### config.mk
export PLATFORM = sky130hd
export DESIGN_NAME = iep_top
export DESIGN_NICKNAME = d
export VERILOG_FILES = /design/src/rtl/iep_pkg.sv /design/src/rtl/iep_top.sv /design/src/rtl/iep_sync.sv /design/src/rtl/iep_prio_select.sv
export SDC_FILE = /design/constraint.sdc
export NUM_CORES = 1
export LEC_CHECK = 0
export ABC_AREA = 1
export BUFFER_PORTS_ARGS = -buffer_cell sky130_fd_sc_hd__buf_2
export CORE_MARGIN = 2
export CORE_UTILIZATION = 44
export DETAILED_ROUTE_END_ITERATION = 16
export PLACE_DENSITY = 0.69
export SLEW_MARGIN = 20
export SYNTH_ARGS = -nofsm -noshare
export SYNTH_HDL_FRONTEND = slang
export SYNTH_SLANG_ARGS = --single-unit
### constraint.sdc
create_clock -name MCLK -period 10.5 [get_ports MCLK]
set_input_delay 2.1 -clock MCLK [delete_from_list [all_inputs] [get_ports MCLK]]
set_output_delay 2.1 -clock MCLK [all_outputs]
set_load 0.01 [all_outputs]
### src/rtl/iep_pkg.sv
/*
 * iep_pkg: register map, field positions, reset values and carrier types
 * for the interrupt enable and priority block.
 * Assumes a 32-bit AXI4-Lite register bus with byte addresses.
 */
`default_nettype none

package iep_pkg;

   localparam int ADDR_W = 8;
   localparam int DATA_W = 32;
   localparam int NSRC   = 7;

   // register byte addresses
   localparam logic [7:0] OFS_ENABLE    = 8'ha8;
   localparam logic [7:0] OFS_PRIO_LOW  = 8'hb8;
   localparam logic [7:0] OFS_PRIO_HIGH = 8'hb4;
   localparam logic [7:0] OFS_STATUS    = 8'hc0;
   localparam logic [7:0] OFS_MASK      = 8'hc4;
   localparam logic [7:0] OFS_BIT_OP    = 8'hc8;
   localparam logic [7:0] OFS_CORE      = 8'hcc;

   // reset values
   localparam logic [7:0] RST_ENABLE    = 8'h00;
   localparam logic [6:0] RST_PRIO      = 7'h00;
   localparam logic [6:0] RST_STATUS    = 7'h00;
   localparam logic [6:0] RST_MASK      = 7'h00;

   // enable register fields, source index = bit position
   localparam int BIT_EXT0   = 0;
   localparam int BIT_TIMER0 = 1;
   localparam int BIT_EXT1   = 2;
   localparam int BIT_TIMER1 = 3;
   localparam int BIT_SERIAL = 4;
   localparam int BIT_TIMER2 = 5;
   localparam int BIT_CARRAY = 6;
   localparam int BIT_GLOBAL = 7;

   // bit operation register fields
   localparam int BOP_IDX_LSB = 0;
   localparam int BOP_SEL_LSB = 3;
   localparam int BOP_VAL     = 8;

   // bit operation targets
   typedef enum logic [1:0] {
      BOP_ENABLE    = 2'b00,
      BOP_PRIO_LOW  = 2'b01,
      BOP_PRIO_HIGH = 2'b10,
      BOP_NONE      = 2'b11
   } iep_bop_e;

   // AXI response codes
   localparam logic [1:0] RESP_OKAY   = 2'b00;
   localparam logic [1:0] RESP_SLVERR = 2'b10;

   // request offered to the core
   typedef struct packed {
      logic       valid;
      logic [1:0] level;
      logic [2:0] source;
   } iep_req_s;

endpackage : iep_pkg

`default_nettype wire

### src/rtl/iep_top.sv
/*
 * iep_top: interrupt enable and priority registers behind an AXI4-Lite
 * slave, with source synchronisers, priority selection and sticky event
 * status driving one level interrupt.
 * Assumes source request pins are asynchronous levels, one clock MCLK.
 */
// Contract
// - enable bit 5 gates timer 2
// - enable bit 1 gates timer 0
// - enable bit 6 gates counter array
// - enable resets zero, bit-addressable
// - priority bit 6: counter array level low
// - priority bit 5: timer 2 level low
// - priority bit 4: serial level low
// - priority bit 3: timer 1 level low
// - priority bit 2: external 1 level low
// - priority bit 1: timer 0 level low
// - priority bit 7 reserved, never set
// - priority resets low bits zero, bit-addressable
`timescale 1ns/1ns
`default_nettype none

module iep_top (
   input  wire logic        MCLK,
   input  wire logic        RST,
   input  wire logic [6:0]  IRQ_SRC,
   output var  logic        CORE_REQ,
   output var  logic [1:0]  CORE_LEVEL,
   output var  logic [2:0]  CORE_SOURCE,
   output var  logic        IRQ,
   input  wire logic [7:0]  S_AXI_AWADDR,
   input  wire logic        S_AXI_AWVALID,
   output var  logic        S_AXI_AWREADY,
   input  wire logic [31:0] S_AXI_WDATA,
   input  wire logic [3:0]  S_AXI_WSTRB,
   input  wire logic        S_AXI_WVALID,
   output var  logic        S_AXI_WREADY,
   output var  logic [1:0]  S_AXI_BRESP,
   output var  logic        S_AXI_BVALID,
   input  wire logic        S_AXI_BREADY,
   input  wire logic [7:0]  S_AXI_ARADDR,
   input  wire logic        S_AXI_ARVALID,
   output var  logic        S_AXI_ARREADY,
   output var  logic [31:0] S_AXI_RDATA,
   output var  logic [1:0]  S_AXI_RRESP,
   output var  logic        S_AXI_RVALID,
   input  wire logic        S_AXI_RREADY
);

   // register state
   logic [7:0] interrupt_enable;
   logic [6:0] interrupt_priority_low;
   logic [6:0] interrupt_priority_high;
   logic [6:0] status;
   logic [6:0] mask;
   logic [7:0] next_interrupt_enable;
   logic [6:0] next_interrupt_priority_low;
   logic [6:0] next_interrupt_priority_high;
   logic [6:0] next_status;
   logic [6:0] next_mask;
   logic       next_irq;

   // write channel state
   logic [7:0]  aw_addr;
   logic        aw_held;
   logic [31:0] w_data;
   logic [3:0]  w_strb;
   logic        w_held;
   logic [7:0]  next_aw_addr;
   logic        next_aw_held;
   logic [31:0] next_w_data;
   logic [3:0]  next_w_strb;
   logic        next_w_held;
   logic        next_awready;
   logic        next_wready;
   logic        next_bvalid;
   logic [1:0]  next_bresp;

   // read channel state
   logic        next_arready;
   logic        next_rvalid;
   logic [31:0] next_rdata;
   logic [1:0]  next_rresp;

   logic [6:0]        src_sync;
   logic [6:0]        src_prev;
   logic [6:0]        src_rise;
   logic              do_write;
   logic              wr_hit;
   iep_pkg::iep_req_s core_req;

   iep_sync #(
      .W (iep_pkg::NSRC)
   ) u_sync (
      .clk (MCLK),
      .rst (RST),
      .d   (IRQ_SRC),
      .q   (src_sync)
   );

   iep_prio_select u_sel (
      .clk       (MCLK),
      .rst       (RST),
      .pending   (src_sync),
      .enable    (interrupt_enable),
      .prio_low  (interrupt_priority_low),
      .prio_high (interrupt_priority_high),
      .req       (core_req)
   );

   // write fires once address and data are both held and no answer waits
   assign do_write = aw_held && w_held && !S_AXI_BVALID;
   assign src_rise = src_sync & ~src_prev;

   always_comb begin
      wr_hit = 1'b0;
      unique case (aw_addr)
         iep_pkg::OFS_ENABLE,
         iep_pkg::OFS_PRIO_LOW,
         iep_pkg::OFS_PRIO_HIGH,
         iep_pkg::OFS_STATUS,
         iep_pkg::OFS_MASK,
         iep_pkg::OFS_BIT_OP,
         iep_pkg::OFS_CORE: wr_hit = 1'b1;
         default:           wr_hit = 1'b0;
      endcase
   end

   // AXI write channel
   always_comb begin
      next_aw_addr = aw_addr;
      next_aw_held = aw_held;
      next_w_data  = w_data;
      next_w_strb  = w_strb;
      next_w_held  = w_held;
      next_bvalid  = S_AXI_BVALID;
      next_bresp   = S_AXI_BRESP;
      if (S_AXI_AWVALID && S_AXI_AWREADY) begin
         next_aw_addr = S_AXI_AWADDR;
         next_aw_held = 1'b1;
      end
      if (S_AXI_WVALID && S_AXI_WREADY) begin
         next_w_data = S_AXI_WDATA;
         next_w_strb = S_AXI_WSTRB;
         next_w_held = 1'b1;
      end
      if (do_write) begin
         next_aw_held = 1'b0;
         next_w_held  = 1'b0;
         next_bvalid  = 1'b1;
         next_bresp   = wr_hit ? iep_pkg::RESP_OKAY : iep_pkg::RESP_SLVERR;
      end else if (S_AXI_BVALID && S_AXI_BREADY) begin
         next_bvalid = 1'b0;
      end
      next_awready = !next_aw_held && !next_bvalid;
      next_wready  = !next_w_held && !next_bvalid;
   end

   // register updates
   always_comb begin
      logic [2:0] bidx;
      logic [1:0] bsel;
      logic       bval;
      bidx = w_data[iep_pkg::BOP_IDX_LSB +: 3];
      bsel = w_data[iep_pkg::BOP_SEL_LSB +: 2];
      bval = w_data[iep_pkg::BOP_VAL];
      next_interrupt_enable        = interrupt_enable;
      next_interrupt_priority_low  = interrupt_priority_low;
      next_interrupt_priority_high = interrupt_priority_high;
      next_mask                    = mask;
      next_status                  = status;
      if (do_write && w_strb[0]) begin
         unique case (aw_addr)
            iep_pkg::OFS_ENABLE:
               next_interrupt_enable = w_data[7:0];
            iep_pkg::OFS_PRIO_LOW:
               next_interrupt_priority_low = w_data[6:0];
            iep_pkg::OFS_PRIO_HIGH:
               next_interrupt_priority_high = w_data[6:0];
            iep_pkg::OFS_MASK:
               next_mask = w_data[6:0];
            iep_pkg::OFS_STATUS:
               next_status = status & ~w_data[6:0];
            iep_pkg::OFS_BIT_OP: begin
               unique case (iep_pkg::iep_bop_e'(bsel))
                  iep_pkg::BOP_ENABLE:
                     next_interrupt_enable[bidx] = bval;
                  iep_pkg::BOP_PRIO_LOW:
                     if (bidx != 3'h7) begin
                        next_interrupt_priority_low[bidx] = bval;
                     end
                  iep_pkg::BOP_PRIO_HIGH:
                     if (bidx != 3'h7) begin
                        next_interrupt_priority_high[bidx] = bval;
                     end
                  iep_pkg::BOP_NONE: ;
               endcase
            end
            default: ;
         endcase
      end
      // a new edge beats a same-cycle clear
      next_status = next_status | src_rise;
      next_irq    = |(next_status & next_mask);
   end

   // AXI read channel
   always_comb begin
      next_rvalid  = S_AXI_RVALID;
      next_rdata   = S_AXI_RDATA;
      next_rresp   = S_AXI_RRESP;
      if (S_AXI_ARVALID && S_AXI_ARREADY) begin
         next_rvalid  = 1'b1;
         next_rresp   = iep_pkg::RESP_OKAY;
         unique case (S_AXI_ARADDR)
            iep_pkg::OFS_ENABLE:
               next_rdata = {24'h000000, interrupt_enable};
            iep_pkg::OFS_PRIO_LOW:
               next_rdata = {25'h0000000, interrupt_priority_low};
            iep_pkg::OFS_PRIO_HIGH:
               next_rdata = {25'h0000000, interrupt_priority_high};
            iep_pkg::OFS_STATUS:
               next_rdata = {25'h0000000, status};
            iep_pkg::OFS_MASK:
               next_rdata = {25'h0000000, mask};
            iep_pkg::OFS_BIT_OP:
               next_rdata = 32'h00000000;
            iep_pkg::OFS_CORE:
               next_rdata = {26'h0000000, core_req};
            default: begin
               next_rdata = 32'h00000000;
               next_rresp = iep_pkg::RESP_SLVERR;
            end
         endcase
      end else if (S_AXI_RVALID && S_AXI_RREADY) begin
         next_rvalid  = 1'b0;
      end
      // ready after reset too, not only after a first answer
      next_arready = !next_rvalid;
   end

   always_ff @(posedge MCLK) begin
      if (RST) begin
         interrupt_enable        <= iep_pkg::RST_ENABLE;
         interrupt_priority_low  <= iep_pkg::RST_PRIO;
         interrupt_priority_high <= iep_pkg::RST_PRIO;
         status                  <= iep_pkg::RST_STATUS;
         mask                    <= iep_pkg::RST_MASK;
         src_prev                <= 7'h00;
         IRQ                     <= 1'b0;
         aw_addr                 <= 8'h00;
         aw_held                 <= 1'b0;
         w_data                  <= 32'h00000000;
         w_strb                  <= 4'h0;
         w_held                  <= 1'b0;
         S_AXI_AWREADY           <= 1'b0;
         S_AXI_WREADY            <= 1'b0;
         S_AXI_BVALID            <= 1'b0;
         S_AXI_BRESP             <= 2'b00;
         S_AXI_ARREADY           <= 1'b0;
         S_AXI_RVALID            <= 1'b0;
         S_AXI_RDATA             <= 32'h00000000;
         S_AXI_RRESP             <= 2'b00;
         CORE_REQ                <= 1'b0;
         CORE_LEVEL              <= 2'b00;
         CORE_SOURCE             <= 3'h0;
      end else begin
         interrupt_enable        <= next_interrupt_enable;
         interrupt_priority_low  <= next_interrupt_priority_low;
         interrupt_priority_high <= next_interrupt_priority_high;
         status                  <= next_status;
         mask                    <= next_mask;
         src_prev                <= src_sync;
         IRQ                     <= next_irq;
         aw_addr                 <= next_aw_addr;
         aw_held                 <= next_aw_held;
         w_data                  <= next_w_data;
         w_strb                  <= next_w_strb;
         w_held                  <= next_w_held;
         S_AXI_AWREADY           <= next_awready;
         S_AXI_WREADY            <= next_wready;
         S_AXI_BVALID            <= next_bvalid;
         S_AXI_BRESP             <= next_bresp;
         S_AXI_ARREADY           <= next_arready;
         S_AXI_RVALID            <= next_rvalid;
         S_AXI_RDATA             <= next_rdata;
         S_AXI_RRESP             <= next_rresp;
         CORE_REQ                <= core_req.valid;
         CORE_LEVEL              <= core_req.level;
         CORE_SOURCE             <= core_req.source;
      end
   end

endmodule : iep_top

`default_nettype wire

### src/rtl/iep_sync.sv
/*
 * iep_sync: two-flop synchroniser for a vector of level inputs.
 * Assumes each bit is a slow level; no bus coherence across bits.
 */
`timescale 1ns/1ns
`default_nettype none

module iep_sync #(
   parameter int W = 7
) (
   input  wire logic         clk,
   input  wire logic         rst,
   input  wire logic [W-1:0] d,
   output var  logic [W-1:0] q
);

   logic [W-1:0] meta;

   // first stage feeds only the second stage
   always_ff @(posedge clk) begin
      if (rst) begin
         meta <= '0;
         q    <= '0;
      end else begin
         meta <= d;
         q    <= meta;
      end
   end

endmodule : iep_sync

`default_nettype wire

### src/rtl/iep_prio_select.sv
/*
 * iep_prio_select: gates pending sources by their enables and picks the
 * one with the highest two-bit level; the result is registered.
 * Assumes synchronised request levels on the same clock.
 */
`timescale 1ns/1ns
`default_nettype none

module iep_prio_select (
   input  wire logic              clk,
   input  wire logic              rst,
   input  wire logic [6:0]        pending,
   input  wire logic [7:0]        enable,
   input  wire logic [6:0]        prio_low,
   input  wire logic [6:0]        prio_high,
   output var  iep_pkg::iep_req_s req
);

   iep_pkg::iep_req_s next_req;
   logic [6:0]        gated;

   always_comb begin
      logic [1:0] lvl;
      lvl      = 2'b00;
      next_req = '0;
      gated = enable[iep_pkg::BIT_GLOBAL] ? (pending & enable[6:0]) : 7'h00;
      // lowest index wins a tie, so scan downward with >=
      for (int i = iep_pkg::NSRC - 1; i >= 0; i--) begin
         // high and low bits form the level
         lvl = {prio_high[i], prio_low[i]};
         if (gated[i] && (!next_req.valid || lvl >= next_req.level)) begin
            next_req.valid  = 1'b1;
            next_req.level  = lvl;
            next_req.source = 3'(i);
         end
      end
   end

   always_ff @(posedge clk) begin
      if (rst) begin
         req <= '0;
      end else begin
         req <= next_req;
      end
   end

endmodule : iep_prio_select

`default_nettype wire

# Yosys cells after proc, flatten, opt, wreduce, memory -nomap -nowiden
# Index checks and enable logic that the tools add are counted.
word_totals:
  in_bits: 66
  out_inout_bits: 48
  regBits: 131
op_classes:
  muxes: 37
  reduce_logical: 47
  n_eq_ne: 21
  n_bitwise: 7
  order_cmp: 8
ops:
  columns: ["cell", "n"]
  rows:
  - ["8-bit == test (second input constant)", 14]
  - ["7-bit two-way mux", 9]
  - ["8-bit case mux with 6 select lines", 1]
  - ["6-bit two-way mux", 7]
  - ["7-bit bitwise AND", 4]
  - ["7-bit case mux with 2 select lines", 2]
  - ["7-bit OR reduction", 3]
  - ["1-bit logical AND", 17]
  - ["8-bit case mux with 2 select lines", 1]
  - ["7-bit bitwise mux", 2]
  - ["7-bit NOT", 2]
  - ["2-bit >= comparator", 6]
  - ["1-bit zero test", 11]
  - ["1-bit two-way mux", 10]
  - ["8-bit bitwise mux", 1]
  - ["8-bit two-way mux", 1]
  - ["4-bit AND reduction", 2]
  - ["7-bit OR", 1]
  - ["1-bit logical OR", 6]
  - ["2-bit nonzero test", 3]
  - ["5-bit OR reduction", 1]
  - ["3-bit by 4-bit < comparator with 1-bit output (second input constant)", 1]
  - ["2-bit two-way mux", 2]
  - ["2-bit by 1-bit != test with 1-bit output (second input constant)", 2]
  - ["10 further kinds", 11]

# Logic depth before layout (Yosys ltp)
depth:
  ltp_word: 27
  mapped_depth: 50
  mapped_depth_nobuf: 50

# Hierarchy
# From an unflattened synthesis, not the netlist that was laid out.
unflattened:
  hier_cells: 772
  area_unflattened_um2: 5402.7
by_module_without_submodules:
  columns: ["module", "cells_each", "n_inst", "area_each_um2"]
  rows:
  - ["iep_top", 596, 1, 4124.0]
  - ["iep_prio_select", 133, 1, 882.1]
  - ["iep_sync", 43, 1, 396.6]

# Worst setup path before layout
# OpenSTA, ideal clock, no wires.
synth_path:
  path_kind: "reg-to-reg"
  startpoint: "register interrupt_enable[7]"
  endpoint: "register u_sel.req[3] in the netlist's numbering"
  stages_incl_launch_ff: 46
  path_slack_ns: 4.957
  t_required_ns: 10.391
  arrival_ns: 5.434
  setup_ns: 0.109
  synth_period_minus_slack_ns: 5.543
  cell_sequence: "dfxtp_1 nand3_2 nor2_1 inv_1 ha_1 o21ai_0 nand2_1 nand2_1 nand2_1 nand2_1 ha_1 inv_1 nand2_1 nand2_1 nand3_1 nand2_1 inv_1 nand2_1 (+10 left out) nand3b_1 nand2_1 nand3_1 and2_1 ha_1 o21ai_0 nand3b_1 nand2_1 nand3_1 and2_1 ha_1 o21ai_0 nand3b_1 nand2_1 o21ai_0 inv_1 nand2_1 inv_1"
synth_between:
  elab_chain_cells: 26
  word_cells_on_any_way: 32
  classes_between: "order compare: 6; mux: 8; reduce/logical: 18"
synth_rtl:
  columns: ["element", "line", "source"]
  rows:
  - ["start: declaration", "iep_top.sv:51", "logic [7:0] interrupt_enable;"]
  - ["start signal: assignment", "iep_top.sv:244", "interrupt_enable <= iep_pkg::RST_ENABLE;"]
  - ["start signal: assignment", "iep_top.sv:268", "interrupt_enable <= next_interrupt_enable;"]
  - ["7-bit two-way mux *", "iep_prio_select.sv:26", "gated = enable[iep_pkg::BIT_GLOBAL] ? (pending & enable[6:0]) : 7'h00;"]
  - ["6-bit two-way mux", "iep_prio_select.sv:31", "if (gated[i] && (!next_req.valid || lvl >= next_req.level)) begin"]
  - ["2-bit >= comparator or 1-bit zero test (tied branches)", "iep_prio_select.sv:31", null]
  - ["1-bit logical OR", "iep_prio_select.sv:31", null]
  - ["1-bit logical AND", "iep_prio_select.sv:31", null]
  - ["6-bit two-way mux", "iep_prio_select.sv:31", null]
  - ["2-bit >= comparator or 1-bit zero test (tied branches)", "iep_prio_select.sv:31", null]
  - ["1-bit logical OR", "iep_prio_select.sv:31", null]
  - ["(+10 left out)", null, null]
  - ["2-bit >= comparator or 1-bit zero test (tied branches)", "iep_prio_select.sv:31", null]
  - ["1-bit logical OR", "iep_prio_select.sv:31", null]
  - ["1-bit logical AND", "iep_prio_select.sv:31", null]
  - ["6-bit two-way mux", "iep_prio_select.sv:31", null]
  - ["2-bit >= comparator or 1-bit zero test (tied branches)", "iep_prio_select.sv:31", null]
  - ["1-bit logical OR", "iep_prio_select.sv:31", null]
  - ["1-bit logical AND", "iep_prio_select.sv:31", null]
  - ["6-bit two-way mux *", "iep_prio_select.sv:31", null]
  - ["end signal: assignment", "iep_prio_select.sv:43", "req <= next_req;"]
  - ["end: declaration", "iep_prio_select.sv:16", "output var iep_pkg::iep_req_s req"]
# Every way passes the cells marked *; elsewhere a longest branch is shown, timed or not.
# A chain may end at the register's enable or synchronous reset.

# Worst setup path in the final report
layout_path:
  startpoint: "register interrupt_enable[7]"
  endpoint: "register u_sel.req[4] in the netlist's numbering"
# Same word-level chain as after synthesis.

==> results.json <==
{
  "dpl_cell_area_um2": 5540,
  "r2r_cells": 45,
  "htree_num_levels": 3,
  "yosys.area.top_type_share": 0.402,
  "synth_top_flop_cell": "sky130_fd_sc_hd__dfxtp_1",
  "cts_max_path_buffers": 2,
  "slack_of_the_worst_reg_to_reg_path_ns": 4.19,
  "instances_no_fill": 925,
  "synth_fa_ha_area_frac": 0.0287,
  "ir_drop_uv": 98.5,
  "grt_pass1_vias": 4218,
  "floorplan.die.height_um": 113,
  "ys_ff_latch": 105,
  "area_occupied_by_multi_input_gates_um2": 2470,
  "fin_crit_period_ns": 6.31,
  "layout-drive-gt1-share": 0.153,
  "grt_start_max_net_pins": 60,
  "crit_path_end_kind": "flip-flop",
  "place_hpwl_mm": 9.12,
  "ys_seq_area_frac": 0.402,
  "synth_cells": 722,
  "grt_met3_usage": 0.0268,
  "synth.top_cells.by_area": "sky130_fd_sc_hd__dfxtp_1 40%, sky130_fd_sc_hd__nand2_1 8.6%, sky130_fd_sc_hd__inv_1 8.2%",
  "post-route-cell-area_um2": 5850,
  "initial_core_util": 0.454,
  "worst_clock_skew_ns": 0.00617,
  "seq_area_um2": 2100,
  "fillers": 1171,
  "detail_route.vias_per_cell": 4.97,
  "coreArea_um2": 11500,
  "timing.final.max_slew_violations": 0,
  "area_growth_pct": 11.9,
  "worst_slew_margin_rel": 0.550,
  "holdWs_ns": 0.404,
  "tightestPinTransition_ns": 0.674,
  "setup.worst_path.class": "reg -> reg",
  "cts.root.buffer_cell": "sky130_fd_sc_hd__clkbuf_16",
  "grt_setup_unrepaired": "false",
  "ys.warnings.count": 0,
  "setup_tns_ns": 0,
  "cp_top_family": "simple AND/OR/NAND/NOR gates",
  "synth_compound_gate_area_share": 0.179,
  "insertion_delay_of_the_later_clocked_pin_in_the_worst_skew_pair_ns": 0.34,
  "post_synth_most_frequent_cells": "120 x sky130_fd_sc_hd__nand2_1, 114 x sky130_fd_sc_hd__inv_1, 105 x sky130_fd_sc_hd__dfxtp_1",
  "static-leakage-power_nw": 2.58,
  "synth_cell_types": 46,
  "post-place-cells": 909,
  "worst_setup_path_endpoint": "u_sel.req[4]$_SDFF_PP0_",
  "grt_first_pass_wirelength_mm": 20.1,
  "mux_share_of_post_synthesis_cell_area": 0,
  "failed_checks": "design-rule violations",
  "top_usage_layer": "met2",
  "rows": 39,
  "grtUsageMet1": 0.274,
  "async_flop_share": 0,
  "startpoint": "interrupt_enable[7]$_SDFFE_PP0P_",
  "drt_iter0_drc": 359,
  "post-synth-top-count-cell": "sky130_fd_sc_hd__nand2_1",
  "io-pin-count": 114,
  "holdCritPathClass": "reg -> reg",
  "holdBufCountCts": 0,
  "dominant_combinational_cell_family_by_area_after_synthesis": "simple AND/OR/NAND/NOR gates",
  "antenna_violations_before_repair": 0,
  "buffer_ports.inserted": 61,
  "gp_routability_congestion": 0.858,
  "grt_usage": 0.195,
  "hold_violations": 0,
  "congestion_overflow_gr": 0,
  "design.final.nets": 855,
  "cts_tree": "done",
  "die_area_um2": 12800,
  "floorplan.die.width_um": 113,
  "drt_first_pass_iters": 13,
  "post-cts-setup-buffers": 0,
  "timing.fmax_mhz": 159,
  "worst-path-stages": 45,
  "worstReg2RegStart": "interrupt_enable[7]$_SDFFE_PP0P_",
  "post_synth.cell_area_avg_um2": 7.24,
  "clk_transition_reported_paths_ns": 0.07,
  "status": "finished, violations left",
  "crit_arrival_ns": 6.56,
  "final_setup_violations": 0,
  "drt.antenna.violating_nets": 0,
  "synthXorXnorAreaFrac": 0,
  "worst_path_most_repeated_cell": "sky130_fd_sc_hd__nand2_1",
  "reported_max_cap_violation_count": 0,
  "cts_repair_resize_count": 0,
  "worst_path_largest_cell_delay_ns": 0.44,
  "number_of_clock_buffers_inserted_by_tritoncts": 9,
  "crit_slowest_cell": "sky130_fd_sc_hd__dfxtp_1",
  "grt_use_met2": 0.307,
  "power_density_nw_per_um2": 143,
  "critical_path_peak_fanout": 6,
  "post-synth-top-area-cell": "sky130_fd_sc_hd__dfxtp_1",
  "wl_mm": 12.1,
  "mappedNetlistArea_um2": 5230,
  "startpoint_type": "flip-flop",
  "fin_crit_sh": 0.601,
  "synth_enable_flop_cells": 0,
  "drc_errors": 5,
  "post-layout-total-power_mw": 0.834,
  "reg2reg_to": "u_sel.req[4]$_SDFF_PP0_",
  "cts_sinks": 105,
  "min-delay-start": "u_sync.meta[2]$_SDFF_PP0_",
  "num_vias": 4596,
  "synth-simple-area-share": 0.247,
  "antenna_cells_inserted": 0,
  "critPathBufInv": 6,
  "avgRoutedWirePerCell_um": 13.0,
  "worst-endpoint-required_ns": 10.75
}
## tightest hold or removal path, delay by kind of cell, from the launching register on
kind          cells  cell delay (ns)
flops             1             0.30
buf+inv           1             0.04
simple gates      1             0.03
## cells by family after synthesis
logic type	after synthesis
AOI/OAI and AO/OA	155
adders and majority gates	12
buffers and inverters	168
DFF	105
other	1
and+or+nand+nor	281
## flip-flops by register name (all words and copies together) (netlist names), 3 cells and up
signal / count
w_data: 9
S_AXI_RDATA: 8
aw_addr: 8
interrupt_enable: 8
interrupt_priority_high: 7
interrupt_priority_low: 7
mask: 7
src_prev: 7
status: 7
u_sync.meta: 7
u_sync.q: 7
u_sel.req: 6
CORE_SOURCE: 3
## per-stage QoR
step | util | setup WS [ns]
after floorplan | - | 4.96
after global placement | 0.481 | 4.27
after detailed placement | 0.481 | 4.23
after CTS | 0.508 | 4.19
after global routing | 0.508 | 3.49
final | 0.508 | 4.19
## how the worst min path moves through the flow
stage | slack [ns] | endpoint | depth (start not counted)
global placement | 0.39 | u_sync.q[1]$_SDFF_PP0_ | 2
floorplan | 0.39 | u_sync.q[0]$_SDFF_PP0_ | 2
global route | 0.42 | u_sync.q[6]$_SDFF_PP0_ | 2
finish | 0.40 | u_sync.q[2]$_SDFF_PP0_ | 2
detailed placement | 0.40 | u_sync.q[2]$_SDFF_PP0_ | 2
CTS | 0.40 | u_sync.q[2]$_SDFF_PP0_ | 2
## per-layer routing
| metal | vias up | share of wire |
|---|---|---|
| li1 | 2392 | - |
| met1 | 2048 | 0.49 |
| met2 | 137 | 0.44 |
| met3 | 19 | 0.053 |
| met4 | 0 | 0.021 |
| met5 | - | 0 |
## cells in the final DEF (no fill, tap or decap), types with 6 or more instances in the layout
cell type and n:
sky130_fd_sc_hd__a211oi_1 6, sky130_fd_sc_hd__nor2_1 79, sky130_fd_sc_hd__clkbuf_16 9, sky130_fd_sc_hd__o21a_1 6
sky130_fd_sc_hd__inv_2 7, sky130_fd_sc_hd__conb_1 26, sky130_fd_sc_hd__nand2_1 120, sky130_fd_sc_hd__a21oi_1 40
sky130_fd_sc_hd__dfxtp_1 105, sky130_fd_sc_hd__o21ai_0 63, sky130_fd_sc_hd__buf_2 61, sky130_fd_sc_hd__nor3_1 13
sky130_fd_sc_hd__nand3_1 36, sky130_fd_sc_hd__inv_1 114, sky130_fd_sc_hd__ha_1 12, sky130_fd_sc_hd__o31ai_1 7
sky130_fd_sc_hd__a21oi_2 6, sky130_fd_sc_hd__nand3_2 8, sky130_fd_sc_hd__o21ai_1 6
## area by class of cell
type | instances | share of cell area
Inverter | 123 | 0.0789
Clock buffer | 11 | 0.0415
Multi-Input combinational cell | 474 | 0.423
Tap cell | 143 | 0.0306
Timing Repair Buffer | 64 | 0.0561
Sequential cell | 105 | 0.359
Clock inverter | 5 | 0.0105
## power breakdown
part	leakage, nW	switching, mW	internal (mW)	total (mW)
clock network	0.151	0.152	0.194	0.346
logic	1.57	0.0447	0.0215	0.0662
registers	0.856	0.0100	0.412	0.422
total	2.58	0.206	0.628	0.834
(Power assumes the default switching activity.)
